File: config.mk
export PLATFORM = sky130hd
export DESIGN_NAME = rmx_ctrl
export DESIGN_NICKNAME = d
export VERILOG_FILES = /design/src/pkg/rmx_pkg.sv /design/src/rtl/rmx_addr_gen.sv /design/src/rtl/rmx_ctrl.sv
export SDC_FILE = /design/constraint.sdc
export NUM_CORES = 1
export LEC_CHECK = 0
export BUFFER_PORTS_ARGS = -buffer_cell sky130_fd_sc_hd__buf_2
export CORE_MARGIN = 1.5
export CORE_UTILIZATION = 47
export CTS_CLUSTER_DIAMETER = 30
export DETAILED_ROUTE_END_ITERATION = 16
export PLACE_DENSITY = 0.81
export SLEW_MARGIN = 20
export SYNTH_ARGS = -nofsm -noshare
export SYNTH_HDL_FRONTEND = slang
export SYNTH_SLANG_ARGS = --single-unit
File: constraint.sdc
create_clock -name clk_i -period 2.3 [get_ports clk_i]
set_input_delay 0.345 -clock clk_i [delete_from_list [all_inputs] [get_ports clk_i]]
set_output_delay 0.345 -clock clk_i [all_outputs]
set_load 0.03 [all_outputs]
File: src/pkg/rmx_pkg.sv
// real-mode execution control: constants, types and operation list
// assumes one 40 MHz clock and an asynchronous active-low reset
//
// Operation
// (RQ1) after reset the core starts in real mode
// (RQ2) default operand size is 16 bits; override prefix selects 32
// (RQ3) physical address is segment shifted left four plus effective address
// (RQ4) segments are 64K; offset past FFFFH, including wrapped word, gives 13
// (RQ5) address lines 2..19 active; upper lines high until first far transfer; code also drives line 20 and forces 31..20 high only for code fetches
// (RQ6) lock accepted only on listed read-modify-write memory destination forms
// (RQ7) lock on any other form raises exception 6
// (RQ8) lock legality ignores io privilege level; locked op is indivisible
// (RQ9) memory 0..3FFH holds the 256-entry four-byte vector table
// (RQ10) real mode never raises exceptions 10, 11 or 14
// (RQ11) halt stops bus use; nmi, enabled maskable interrupt or reset resume
// (RQ12) interrupt ending halt saves address of instruction after halt
// (RQ13) exception 8, 13 or interrupt beyond table limit causes shutdown
// (RQ14) call, int or push wrapping stack with odd pointer causes shutdown
// (RQ15) nmi leaves shutdown only if limit >= 17H and pointer > 5H
// (RQ16) stack reference past FFFFH raises 12 as a fault
// (RQ17) vector outside table limit raises 8 as a fault
// (RQ18) exceptions leave as 8-bit vector plus fault or trap flag
package rmx_pkg;

  localparam logic [7:0] RMX_VEC_UD = 8'h06;
  localparam logic [7:0] RMX_VEC_DF = 8'h08;
  localparam logic [7:0] RMX_VEC_SS = 8'h0C;
  localparam logic [7:0] RMX_VEC_GP = 8'h0D;
  localparam logic [7:0] RMX_VEC_NMI = 8'h02;
  localparam logic [15:0] RMX_SEG_MAX = 16'hFFFF;
  localparam logic [15:0] RMX_NMI_LIMIT_MIN = 16'h0017;
  localparam logic [15:0] RMX_NMI_SP_MIN = 16'h0005;
  localparam int RMX_SEG_SHIFT = 4;
  localparam int RMX_PA_W = 32;
  localparam logic [15:0] RMX_IVT_LIMIT_RST = 16'h03FF;
  localparam logic [15:0] RMX_IVT_ENTRY_BYTES = 16'h0004;

  // instruction classes seen by the decoder for the lock check
  typedef enum logic [3:0] {
    RMX_OP_OTHER,
    RMX_OP_BT_MOD,
    RMX_OP_EXCHANGE,
    RMX_OP_ALU,
    RMX_OP_UNARY,
    RMX_OP_STRING
  } rmx_op_e;

  typedef enum logic [1:0] {
    RMX_ST_RUN,
    RMX_ST_HALT,
    RMX_ST_SHUT
  } rmx_mode_e;

  typedef struct packed {
    logic [15:0] seg;
    logic [31:0] ea;
    logic [1:0] size_m1;
    logic is_stack;
    logic is_code;
  } rmx_ref_s;

  typedef struct packed {
    logic valid;
    logic [7:0] vector;
    logic fault;
  } rmx_exc_s;

endpackage : rmx_pkg

File: src/rtl/rmx_addr_gen.sv
// real-mode address former and segment limit check
// assumes references come from logic on the same clock
`timescale 1ns/100ps
`default_nettype none
module rmx_addr_gen
  import rmx_pkg::*;
(
  // reference
  input wire rmx_ref_s ref_i,
  input wire logic far_seen_i,
  // result
  output logic [RMX_PA_W-1:0] phys_o,
  output logic overrun_o
);
  logic [32:0] last_byte;
  logic [20:0] lin;

  always_comb begin
    // wide sum so a word at FFFFH is caught rather than wrapped
    last_byte = {1'b0, ref_i.ea} + {31'h0, ref_i.size_m1};
    overrun_o = |last_byte[32:16]; // RQ4 RQ16
    lin = {1'b0, ref_i.seg, 4'h0} + {5'h00, ref_i.ea[15:0]}; // RQ3
    phys_o = {11'h000, lin};
    // code fetches keep the top lines high until a far transfer
    if (ref_i.is_code && !far_seen_i) begin
      phys_o[31:20] = 12'hFFF; // RQ5
    end else begin
      phys_o[31:20] = {11'h000, lin[20]}; // RQ5
    end
  end
endmodule : rmx_addr_gen
`default_nettype wire

File: src/rtl/rmx_ctrl.sv
// real-mode execution control: halt, shutdown, lock check, exceptions
// assumes decoder and bus unit on the same clock; pins are synchronised here
`timescale 1ns/100ps
`default_nettype none
module rmx_ctrl
  import rmx_pkg::*;
(
  // clock and reset
  input wire logic clk_i,
  input wire logic rst_n_i,
  // instruction stream
  input wire logic instr_valid_i,
  input wire logic halt_instruction_i,
  input wire logic far_transfer_i,
  input wire logic lock_prefix_i,
  input wire rmx_op_e op_class_i,
  input wire logic mem_dest_i,
  input wire logic opsize_override_i,
  input wire logic [1:0] io_privilege_level_i,
  // memory reference
  input wire logic ref_valid_i,
  input wire rmx_ref_s ref_i,
  // interrupt request
  input wire logic soft_int_i,
  input wire logic [7:0] soft_vec_i,
  input wire logic stack_push_i,
  input wire logic [15:0] stack_pointer_i,
  input wire logic [15:0] ivt_limit_i,
  input wire logic if_flag_i,
  // pins
  input wire logic nmi_i,
  input wire logic maskable_interrupt_request_i,
  // outputs
  output logic real_mode_o,
  output logic op32_o,
  output logic [RMX_PA_W-1:0] phys_addr_o,
  output logic bus_enable_o,
  output logic bus_lock_o,
  output rmx_exc_s exc_o,
  output logic resume_after_halt_o,
  output logic halted_o,
  output logic shutdown_o
);
  typedef struct packed {
    logic [2:0] nmi_sy;
    logic [2:0] irq_sy;
    logic nmi_lvl;
    logic irq_lvl;
    rmx_mode_e mode;
    logic far_seen;
    logic resume;
    logic [RMX_PA_W-1:0] phys;
    rmx_exc_s exc;
  } rmx_state_s;

  rmx_state_s q, d;
  logic [RMX_PA_W-1:0] phys_c;
  logic overrun;
  logic nmi_rise;
  logic lock_ok;
  logic [7:0] exc_vec;
  logic exc_raise;
  logic vec_beyond;
  logic halt_wake;
  logic shut_wake;

  rmx_addr_gen u_addr (
    .ref_i(ref_i),
    .far_seen_i(q.far_seen),
    .phys_o(phys_c),
    .overrun_o(overrun)
  );

  // --------------------------------------------------------------
  // helpers
  // --------------------------------------------------------------
  function automatic logic vec_in_table(input logic [7:0] v,
                                        input logic [15:0] lim);
    logic [17:0] top;
    top = {8'h00, v, 2'b11};
    vec_in_table = top <= {2'b00, lim};
  endfunction : vec_in_table

  // a level moves only once the last two stages agree
  function automatic logic sync_level(input logic [2:0] sy,
                                      input logic lvl);
    sync_level = (sy[1] == sy[2]) ? sy[2] : lvl;
  endfunction : sync_level

  // exchange always has a memory side; bit-test, alu and unary forms must write memory
  // so that the locked cycles form one read-modify-write
  function automatic logic lock_legal(input rmx_op_e op,
                                      input logic md);
    unique case (op)
      RMX_OP_EXCHANGE: lock_legal = 1'b1;
      RMX_OP_BT_MOD, RMX_OP_ALU, RMX_OP_UNARY: lock_legal = md;
      default: lock_legal = 1'b0;
    endcase
  endfunction : lock_legal

  // --------------------------------------------------------------
  // next state
  // --------------------------------------------------------------
  always_comb begin
    d = q;
    d.nmi_sy = {q.nmi_sy[1:0], nmi_i};
    d.irq_sy = {q.irq_sy[1:0], maskable_interrupt_request_i};
    d.nmi_lvl = sync_level(q.nmi_sy, q.nmi_lvl);
    d.irq_lvl = sync_level(q.irq_sy, q.irq_lvl);
    nmi_rise = d.nmi_lvl && !q.nmi_lvl;
    // maskable requests are levels, gated by the enable flag
    halt_wake = nmi_rise || (d.irq_lvl && if_flag_i); // RQ11
    // nmi needs its vector in the table and room on the stack
    shut_wake = nmi_rise && ivt_limit_i >= RMX_NMI_LIMIT_MIN &&
                stack_pointer_i > RMX_NMI_SP_MIN; // RQ15
    // io privilege level deliberately not consulted
    lock_ok = lock_legal(op_class_i, mem_dest_i); // RQ6 RQ8
    exc_raise = 1'b0;
    exc_vec = RMX_VEC_GP;
    vec_beyond = 1'b0;
    d.exc = '0;
    d.resume = 1'b0;
    // instruction, reference, software interrupt and push requests are ignored in halt and shutdown
    unique case (q.mode)
      RMX_ST_RUN: begin
        if (instr_valid_i && lock_prefix_i && !lock_ok) begin
          exc_raise = 1'b1; // RQ7
          exc_vec = RMX_VEC_UD;
        end else if (ref_valid_i && overrun) begin
          exc_raise = 1'b1;
          exc_vec = ref_i.is_stack ? RMX_VEC_SS : RMX_VEC_GP; // RQ4 RQ16
        end else if (soft_int_i &&
                     !vec_in_table(soft_vec_i, ivt_limit_i)) begin
          exc_raise = 1'b1; // RQ17
          exc_vec = RMX_VEC_DF;
        end
        vec_beyond = !vec_in_table(exc_vec, ivt_limit_i);
        if (stack_push_i && stack_pointer_i == 16'h0001) begin
          d.mode = RMX_ST_SHUT; // RQ14
        end else if (exc_raise && (exc_vec == RMX_VEC_DF ||
                     exc_vec == RMX_VEC_GP) && vec_beyond) begin
          d.mode = RMX_ST_SHUT; // RQ13
        end else if (exc_raise) begin
          // only 6, 8, 12, 13 come from here, never 10, 11 or 14
          d.exc.valid = 1'b1; // RQ10 RQ18
          d.exc.vector = exc_vec;
          // fault: saved address stays on the failing instruction
          d.exc.fault = 1'b1;
        end else if (instr_valid_i && halt_instruction_i) begin
          d.mode = RMX_ST_HALT; // RQ11
        end
        if (instr_valid_i && far_transfer_i) begin
          d.far_seen = 1'b1; // RQ5
        end
        if (ref_valid_i) begin
          d.phys = phys_c; // RQ3
        end
      end
      RMX_ST_HALT: begin
        if (halt_wake) begin
          d.mode = RMX_ST_RUN; // RQ11
          d.resume = 1'b1; // RQ12
        end
        // an nmi whose vector is missing from the table is fatal
        if (nmi_rise && !vec_in_table(RMX_VEC_NMI, ivt_limit_i)) begin
          d.mode = RMX_ST_SHUT; // RQ13
          d.resume = 1'b0;
        end else if (nmi_rise) begin
          d.exc.valid = 1'b1; // RQ18
          d.exc.vector = RMX_VEC_NMI;
          d.exc.fault = 1'b0;
        end
      end
      RMX_ST_SHUT: begin
        if (shut_wake) begin
          d.mode = RMX_ST_RUN; // RQ15
          d.exc.valid = 1'b1;
          d.exc.vector = RMX_VEC_NMI;
          d.exc.fault = 1'b0;
        end
      end
      default: d.mode = RMX_ST_SHUT;
    endcase
  end

  // --------------------------------------------------------------
  // registers
  // --------------------------------------------------------------
  always_ff @(posedge clk_i or negedge rst_n_i) begin
    if (!rst_n_i) begin
      q <= '0; // RQ1
      q.mode <= RMX_ST_RUN;
    end else begin
      q <= d;
    end
  end

  // --------------------------------------------------------------
  // outputs
  // --------------------------------------------------------------
  assign real_mode_o = 1'b1; // RQ1
  assign op32_o = opsize_override_i; // RQ2
  assign phys_addr_o = q.phys;
  // halt and shutdown both release the local bus
  assign bus_enable_o = (q.mode == RMX_ST_RUN); // RQ11
  // lock covers only the cycle in which the locked form issues
  assign bus_lock_o = instr_valid_i && lock_prefix_i && lock_ok &&
                      (q.mode == RMX_ST_RUN); // RQ8
  assign exc_o = q.exc;
  assign resume_after_halt_o = q.resume;
  assign halted_o = (q.mode == RMX_ST_HALT);
  assign shutdown_o = (q.mode == RMX_ST_SHUT);

  // --------------------------------------------------------------
  // elaboration checks
  // --------------------------------------------------------------
  // the former drives 32 lines from a 21-bit sum of a shifted segment
  if (RMX_PA_W != 32 || RMX_SEG_SHIFT != 4) begin : g_bad_addr
    $error("rmx_ctrl needs a 32-bit address and a shift of four");
  end
  // the table check scales vectors by four bytes
  if (RMX_IVT_ENTRY_BYTES != 16'h0004) begin : g_bad_ivt
    $error("rmx_ctrl needs four-byte vector entries");
  end
endmodule : rmx_ctrl
`default_nettype wire

# Word-level counts from Yosys, hierarchy flattened
# Cells that the tools add are included.
# totals
ff_bits	54
latchBits	0
mem_bits_rw	0
romBits	0
inputBits	112
out_inout_bits	49
word_cells	95
memories	0
# classes
add_sub_neg	2
mul	0
n_div	0
n_lt_le_gt_ge	5
n_eq_ne	15
shifts	0
muxes	31
bitwise_logic	0
reduce_logical	31
# ops
operator	n
two-way mux 10 bit	6
adder 32 x 2 -> 33 bit	1
less-or-equal comparator 10 x 16 -> 1 bit	2
case mux 10 bit (3 select lines)	1
adder 20 x 16 -> 21 bit	1
logical AND 1 bit	17
OR reduction 17 bit	1
equality test 16 x 1 -> 1 bit (second input constant)	1
equality test 8 x 4 -> 1 bit (second input constant)	2
>= comparator 16 x 5 -> 1 bit (second input constant)	1
greater-than comparator 16 x 3 -> 1 bit (second input constant)	1
less-or-equal comparator 4 x 16 -> 1 bit (first input constant)	1
two-way mux 2 bit	7
two-way mux 12 bit	1
two-way mux 1 bit	10
equality test 4 x 2 -> 1 bit (second input constant)	2
two-way mux 8 bit	1
zero test 1 bit	6
two-way mux 3 bit	2
case mux 2 bit (3 select lines)	1
equality test 4 x 1 -> 1 bit (second input constant)	1
equality test 4 x 3 -> 1 bit (second input constant)	1
two-way mux 4 bit	1
inequality test 4 x 1 -> 1 bit (second input constant)	1
12 further kinds	15

# Depth between registers and ports, before layout
# depth
depth_word	14
mapped_depth	17
depth_no_buf	17

# Cells and area by module
# A second synthesis with hierarchy kept.
# hier_totals
hier_cells	378
hier_area_um2	3679.8
# by_module_without_submodules
mod	n_inst	cells_per_inst	area_per_inst_um2	seq_area_each_um2
rmx_ctrl	1	247	2728.9	1251.2
rmx_addr_gen	1	131	950.9	0.0

# Worst setup path before layout
# No wires, ideal clock.
# synth_timing
path_type	input -> register
start	in ref_i[3] in the netlist's numbering
end	reg q[45] in the netlist's numbering
setup_ns	0.124
t_arrival_ns	3.449
required_ns	2.176
path_slack_ns	-1.273
stages	16
n_path_buf	1
cell_sequence	ha_1 a31o_2 and3_4 a211oi_1 nor3b_1 o41a_1 buf_6 nor2_1 nand2_1 ha_1 o21a_1 o21a_1 o221ai_1 a211oi_1 mux2_4 o31a_1
# synth_via
elab_chain_len	13
word_cells_on_any_way	22
cone_classes	add/sub: 1; order compare: 1; eq/ne: 4; mux: 9; reduce/logical: 7
# synth_lines
item	line	rtl
start: declaration	rmx_ctrl.sv:22	input wire rmx_ref_s ref_i,
adder 32 x 2 -> 33 bit (*)	rmx_addr_gen.sv:20	last_byte = {1'b0, ref_i.ea} + {31'h0, ref_i.size_m1};
OR reduction 17 bit (*)	rmx_addr_gen.sv:21	overrun_o = |last_byte[32:16];
logical AND 1 bit (*)	rmx_ctrl.sv:129	end else if (ref_valid_i && overrun) begin
parallel branches: the longest is 10 deep, another holds less-or-equal comparator 10 x 16 -> 1 bit	-	
end: declaration	rmx_ctrl.sv:56	rmx_state_s q, d;
# Mark *: on every way between the ends. The select of a mux whose other input is x is not followed.
# A chain may end at the register's enable or synchronous reset.

# Worst setup path after layout
# layout_timing
start	in ivt_limit_i[10]
end	reg q[45] in the netlist's numbering
# layout_via
elab_chain_len	14
word_cells_on_any_way	33
cone_classes	order compare: 4; eq/ne: 6; mux: 12; reduce/logical: 11
# layout_lines
item	line	rtl
start: declaration	rmx_ctrl.sv:28	input wire logic [15:0] ivt_limit_i,
parallel branches: the longest is 14 deep, another holds less-or-equal comparator 10 x 16 -> 1 bit	-	
# Several ways; the timed one is not identified. The select of a mux whose other input is x is not followed.

==> run_results.csv <==
group,metric,value,unit
outcome,run_status,"finished, violations left",
outcome,violations,"negative setup slack",
drt,drt_first_pass_iters,4,
power_and_ir_drop,p_total,0.003416,W
clock_tree,clk_pin_slew_worst_paths,0.09,ns
place,port_buffers,151,
min_path,hold_path.class,"in -> reg",
timing,hold_violations,0,
critical_path,critPathMaxStageDelay,0.52,ns
synth,synth_top_flop_cell,"dfrtp_1",
die,rows,30,
timing,relSlewSlack,39.92,%
global_routing,grt_pass1_wl,14340,microns
finish,final_nets,707,
power_and_ir_drop,ir_worst_vdd,409.0,uV
clock_tree,clock_path_buffers,2,
drt,wl_per_cell,13.31,microns
power_and_ir_drop,comb_power_share,51.3,%
synth,synth.area.top_cells,"dfrtp_1, buf_4, ha_1",
clock_tree,cts-root-buf,"clkbuf_8",
synth,syn-cell-area,3291,sq um
power_and_ir_drop,p_int,0.001906,W
critical_path,crit_path_cell_trace,"buf_2 -> or4_4 -> or2_1 -> or4_4 -> a21oi_4 -> mux2i_1 -> nand2_1 -> ha_4 -> nor2b_1 -> o21a_1 -> o21a_1 -> o221ai_4 -> nor2_2 -> mux2_4 -> o31a_1",
drt,wl,8867,microns
critical_path,start_kind,"input pin",
global_routing,track_usage,23.43,%
synth,synth_common_cells,"nand2_1, buf_4, dfrtp_1, ha_1, o21ai_0",
critical_path,critPathCaptureType,"flop",
power_and_ir_drop,cellPowerDensity,719.3,nW/um^2
drt,drc,0,
die,initial_core_util,48.43,%
clock_tree,numCtsBuffers,5,
synth,yosysWarnings,0,
power_and_ir_drop,seqPwrFrac,31.0,%
timing,tightestPinTransition,0.9012,ns
synth,synth-seq-cells,40,
global_routing,grt_pass1_vias,3412,
die,dieArea,7513,sq um
synth,synth_edf_count,0,
timing,skew,0.002129,ns
finish,drive_above_1_share,49.12,%
clock_tree,cts_max_level,2,
power_and_ir_drop,p_leak,2.428,nW
power_and_ir_drop,clkPwrFrac,17.6,%
drt,ant_nets,0,
drt,vias,3476,
timing,rsz0062_at_grt,"yes",
min_path,whs_path_depth,1,
synth,yosysMostFrequentCell,"nand2_1",
drt,vias_per_cell,5.219,
synth,async_reset_ff_share,100.0,%
die,die_w,86.68,microns
die,io_pins,161,
finish,area_growth,44.33,%
synth,yosysTopAreaCell,"dfrtp_1",
synth,yosysTopAreaCellShare,30.42,%
finish,finish.utilization,69.91,%
place,gp_congestion,0.8196,
power_and_ir_drop,power_switching,0.001511,W
clock_tree,cts_hold_buffers,0,
job,drv_cap,0,
synth,synthCells,383,
critical_path,cp_data_arrival_time,3.40,ns
critical_path,crit_fanout,4,
global_routing,grt-ovfl-total,0,
timing,setup_viol,7,
critical_path,crit_path_top_delay_cell,"or4_4",
power_and_ir_drop,sw_frac_of_total,44.22,%
die,coreArea,6794,sq um
synth,ys_seq_area_share,30.42,%
critical_path,worstPathRequired,2.48,ns
finish,diodes,0,
synth,yosysUniqueCellTypes,66,
clock_tree,clk_latency,0.29,ns
timing,fin_ws,-0.9143,ns
critical_path,reg2reg_depth,7,
global_routing,grt_max_degree,41,
place,dp_hpwl,7106,microns
clock_tree,cts.sinks,40,
timing,slew_violations,0,
timing,fin_crit,3.214,ns
timing,period_share,139.8,%
synth,syn_area_per_cell,8.592,sq um
clock_tree,cts_tree,"yes",
die,die_h,86.68,microns
timing,fmax,311.1,MHz
critical_path,setup.worst_path.class,"in -> reg",
drt,drtIter0Drc,90,
global_routing,antenna_found_initial,0,
## final cells by class
type                            count  area, sq um
Fill cell                         541         2044
Clock inverter                      3        47.55
Multi-Input combinational cell    281         2103
Inverter                           16        60.06
Tap cell                           96        120.1
Clock buffer                        5        68.82
Timing Repair Buffer              225         1349
Sequential cell                    40         1001
## critical path, delay by kind of cell
kind,cells,cell delay (ns)
fa+ha+maj,1,0.13
compound gates,5,1.03
mux,2,0.38
buf+inv,1,0.10
simple gates,6,1.42
## per-layer routing
| layer | part of all wire, % | global-route usage (%) |
|---|---|---|
| met5 | 0 | 0 |
| met4 | 1.6 | 6.891 |
| met3 | 3.9 | 3.143 |
| met2 | 52 | 43.68 |
| met1 | 43 | 27.83 |
## per-stage QoR
stage          instance area, sq um  setup TNS [ns]  setup WS (ns)  std cells  hold slack [ns]
6_report                       4750          -5.592        -0.9143        666           0.1600
5_1_grt                        4750          -6.681         -1.024        666           0.1476
4_1_cts                        4598          -5.350        -0.9016        663           0.1512
3_5_place_dp                   4388          -9.807         -1.248        651           0.3451
3_3_place_gp                   4388          -9.027         -1.175        651           0.3347
2_1_floorplan                  3366          -5.744        -0.9730        386          0.04941
## power by group through the flow
| stage | clock [W] | combinational [W] | sequential [W] |
|---|---|---|---|
| floorplan | 0 | 0.00138 | 0.00105 |
| global placement | 0 | 0.00165 | 0.00107 |
| detailed placement | 0 | 0.00169 | 0.00107 |
| CTS | 0.000616 | 0.00172 | 0.00106 |
| global route | 0.000642 | 0.00190 | 0.00109 |
| finish | 0.000602 | 0.00175 | 0.00106 |
## cell usage in the layout, fill, tap and decap left out, types with 3 or more instances in the layout
| master | count |
|---|---|
| a211oi_2 | 3 |
| a21o_1 | 5 |
| a21oi_1 | 12 |
| a31o_2 | 4 |
| a31oi_1 | 3 |
| and3_1 | 4 |
| buf_2 | 145 |
| buf_4 | 74 |
| buf_6 | 6 |
| clkbuf_8 | 5 |
| conb_1 | 5 |
| dfrtp_1 | 40 |
| ha_1 | 22 |
| ha_4 | 3 |
| inv_1 | 16 |
| mux2i_1 | 3 |
| nand2_1 | 49 |
| nand2b_1 | 4 |
| nand3_1 | 8 |
| nand3b_1 | 3 |
| nand4_1 | 12 |
| nor2_1 | 15 |
| nor2b_1 | 4 |
| nor3_1 | 11 |
| nor4_1 | 7 |
| o21a_1 | 6 |
| o21ai_0 | 20 |
| or2_2 | 3 |
| or3_1 | 3 |
| xnor2_1 | 3 |
| xor2_1 | 8 |
## cell families (layout without fill, tap and decap cells)
| kind of cell | count (synthesis) | in the layout | share of synthesized area (%) |
|---|---|---|---|
| mux | 5 | 5 | 1.711 |
| compound gates | 77 | 77 | 15.86 |
| simple gates | 155 | 155 | 25.47 |
| buf+inv | 65 | 249 | 12.66 |
| xor+xnor | 11 | 11 | 2.928 |
| fa+ha+maj | 28 | 28 | 10.72 |
| other cells | 2 | 5 | 0.2282 |
| flops | 40 | 40 | 30.42 |
## state kept, by name (all words and copies together), names as in the netlist
register,cells
d,4
exc_o,6
phys_addr_o,22
q,7
resume_after_halt_o,1
## worst paths after layout
check | start | end | slack (ns)
setup reg to reg | q[47] | q[44] | 0.46
setup / recovery | ivt_limit_i[10] | q[45] | -0.91
hold reg to reg | d[49] | d[50] | 0.36
max in group asynchronous | rst_n_i | resume_after_halt_o | 1.56
hold / removal | maskable_interrupt_request_i | d[49] | 0.16
min in group asynchronous | rst_n_i | phys_addr_o[12] | 0.17
## repair_timing
item                                    CTS  global route
endpoints found under the setup margin   11            11
resized for setup                        13            28
gates cloned                              0             0
pin swaps                                11            14
buffers inserted                          4             3
Power figures use the tool's default switching activity.
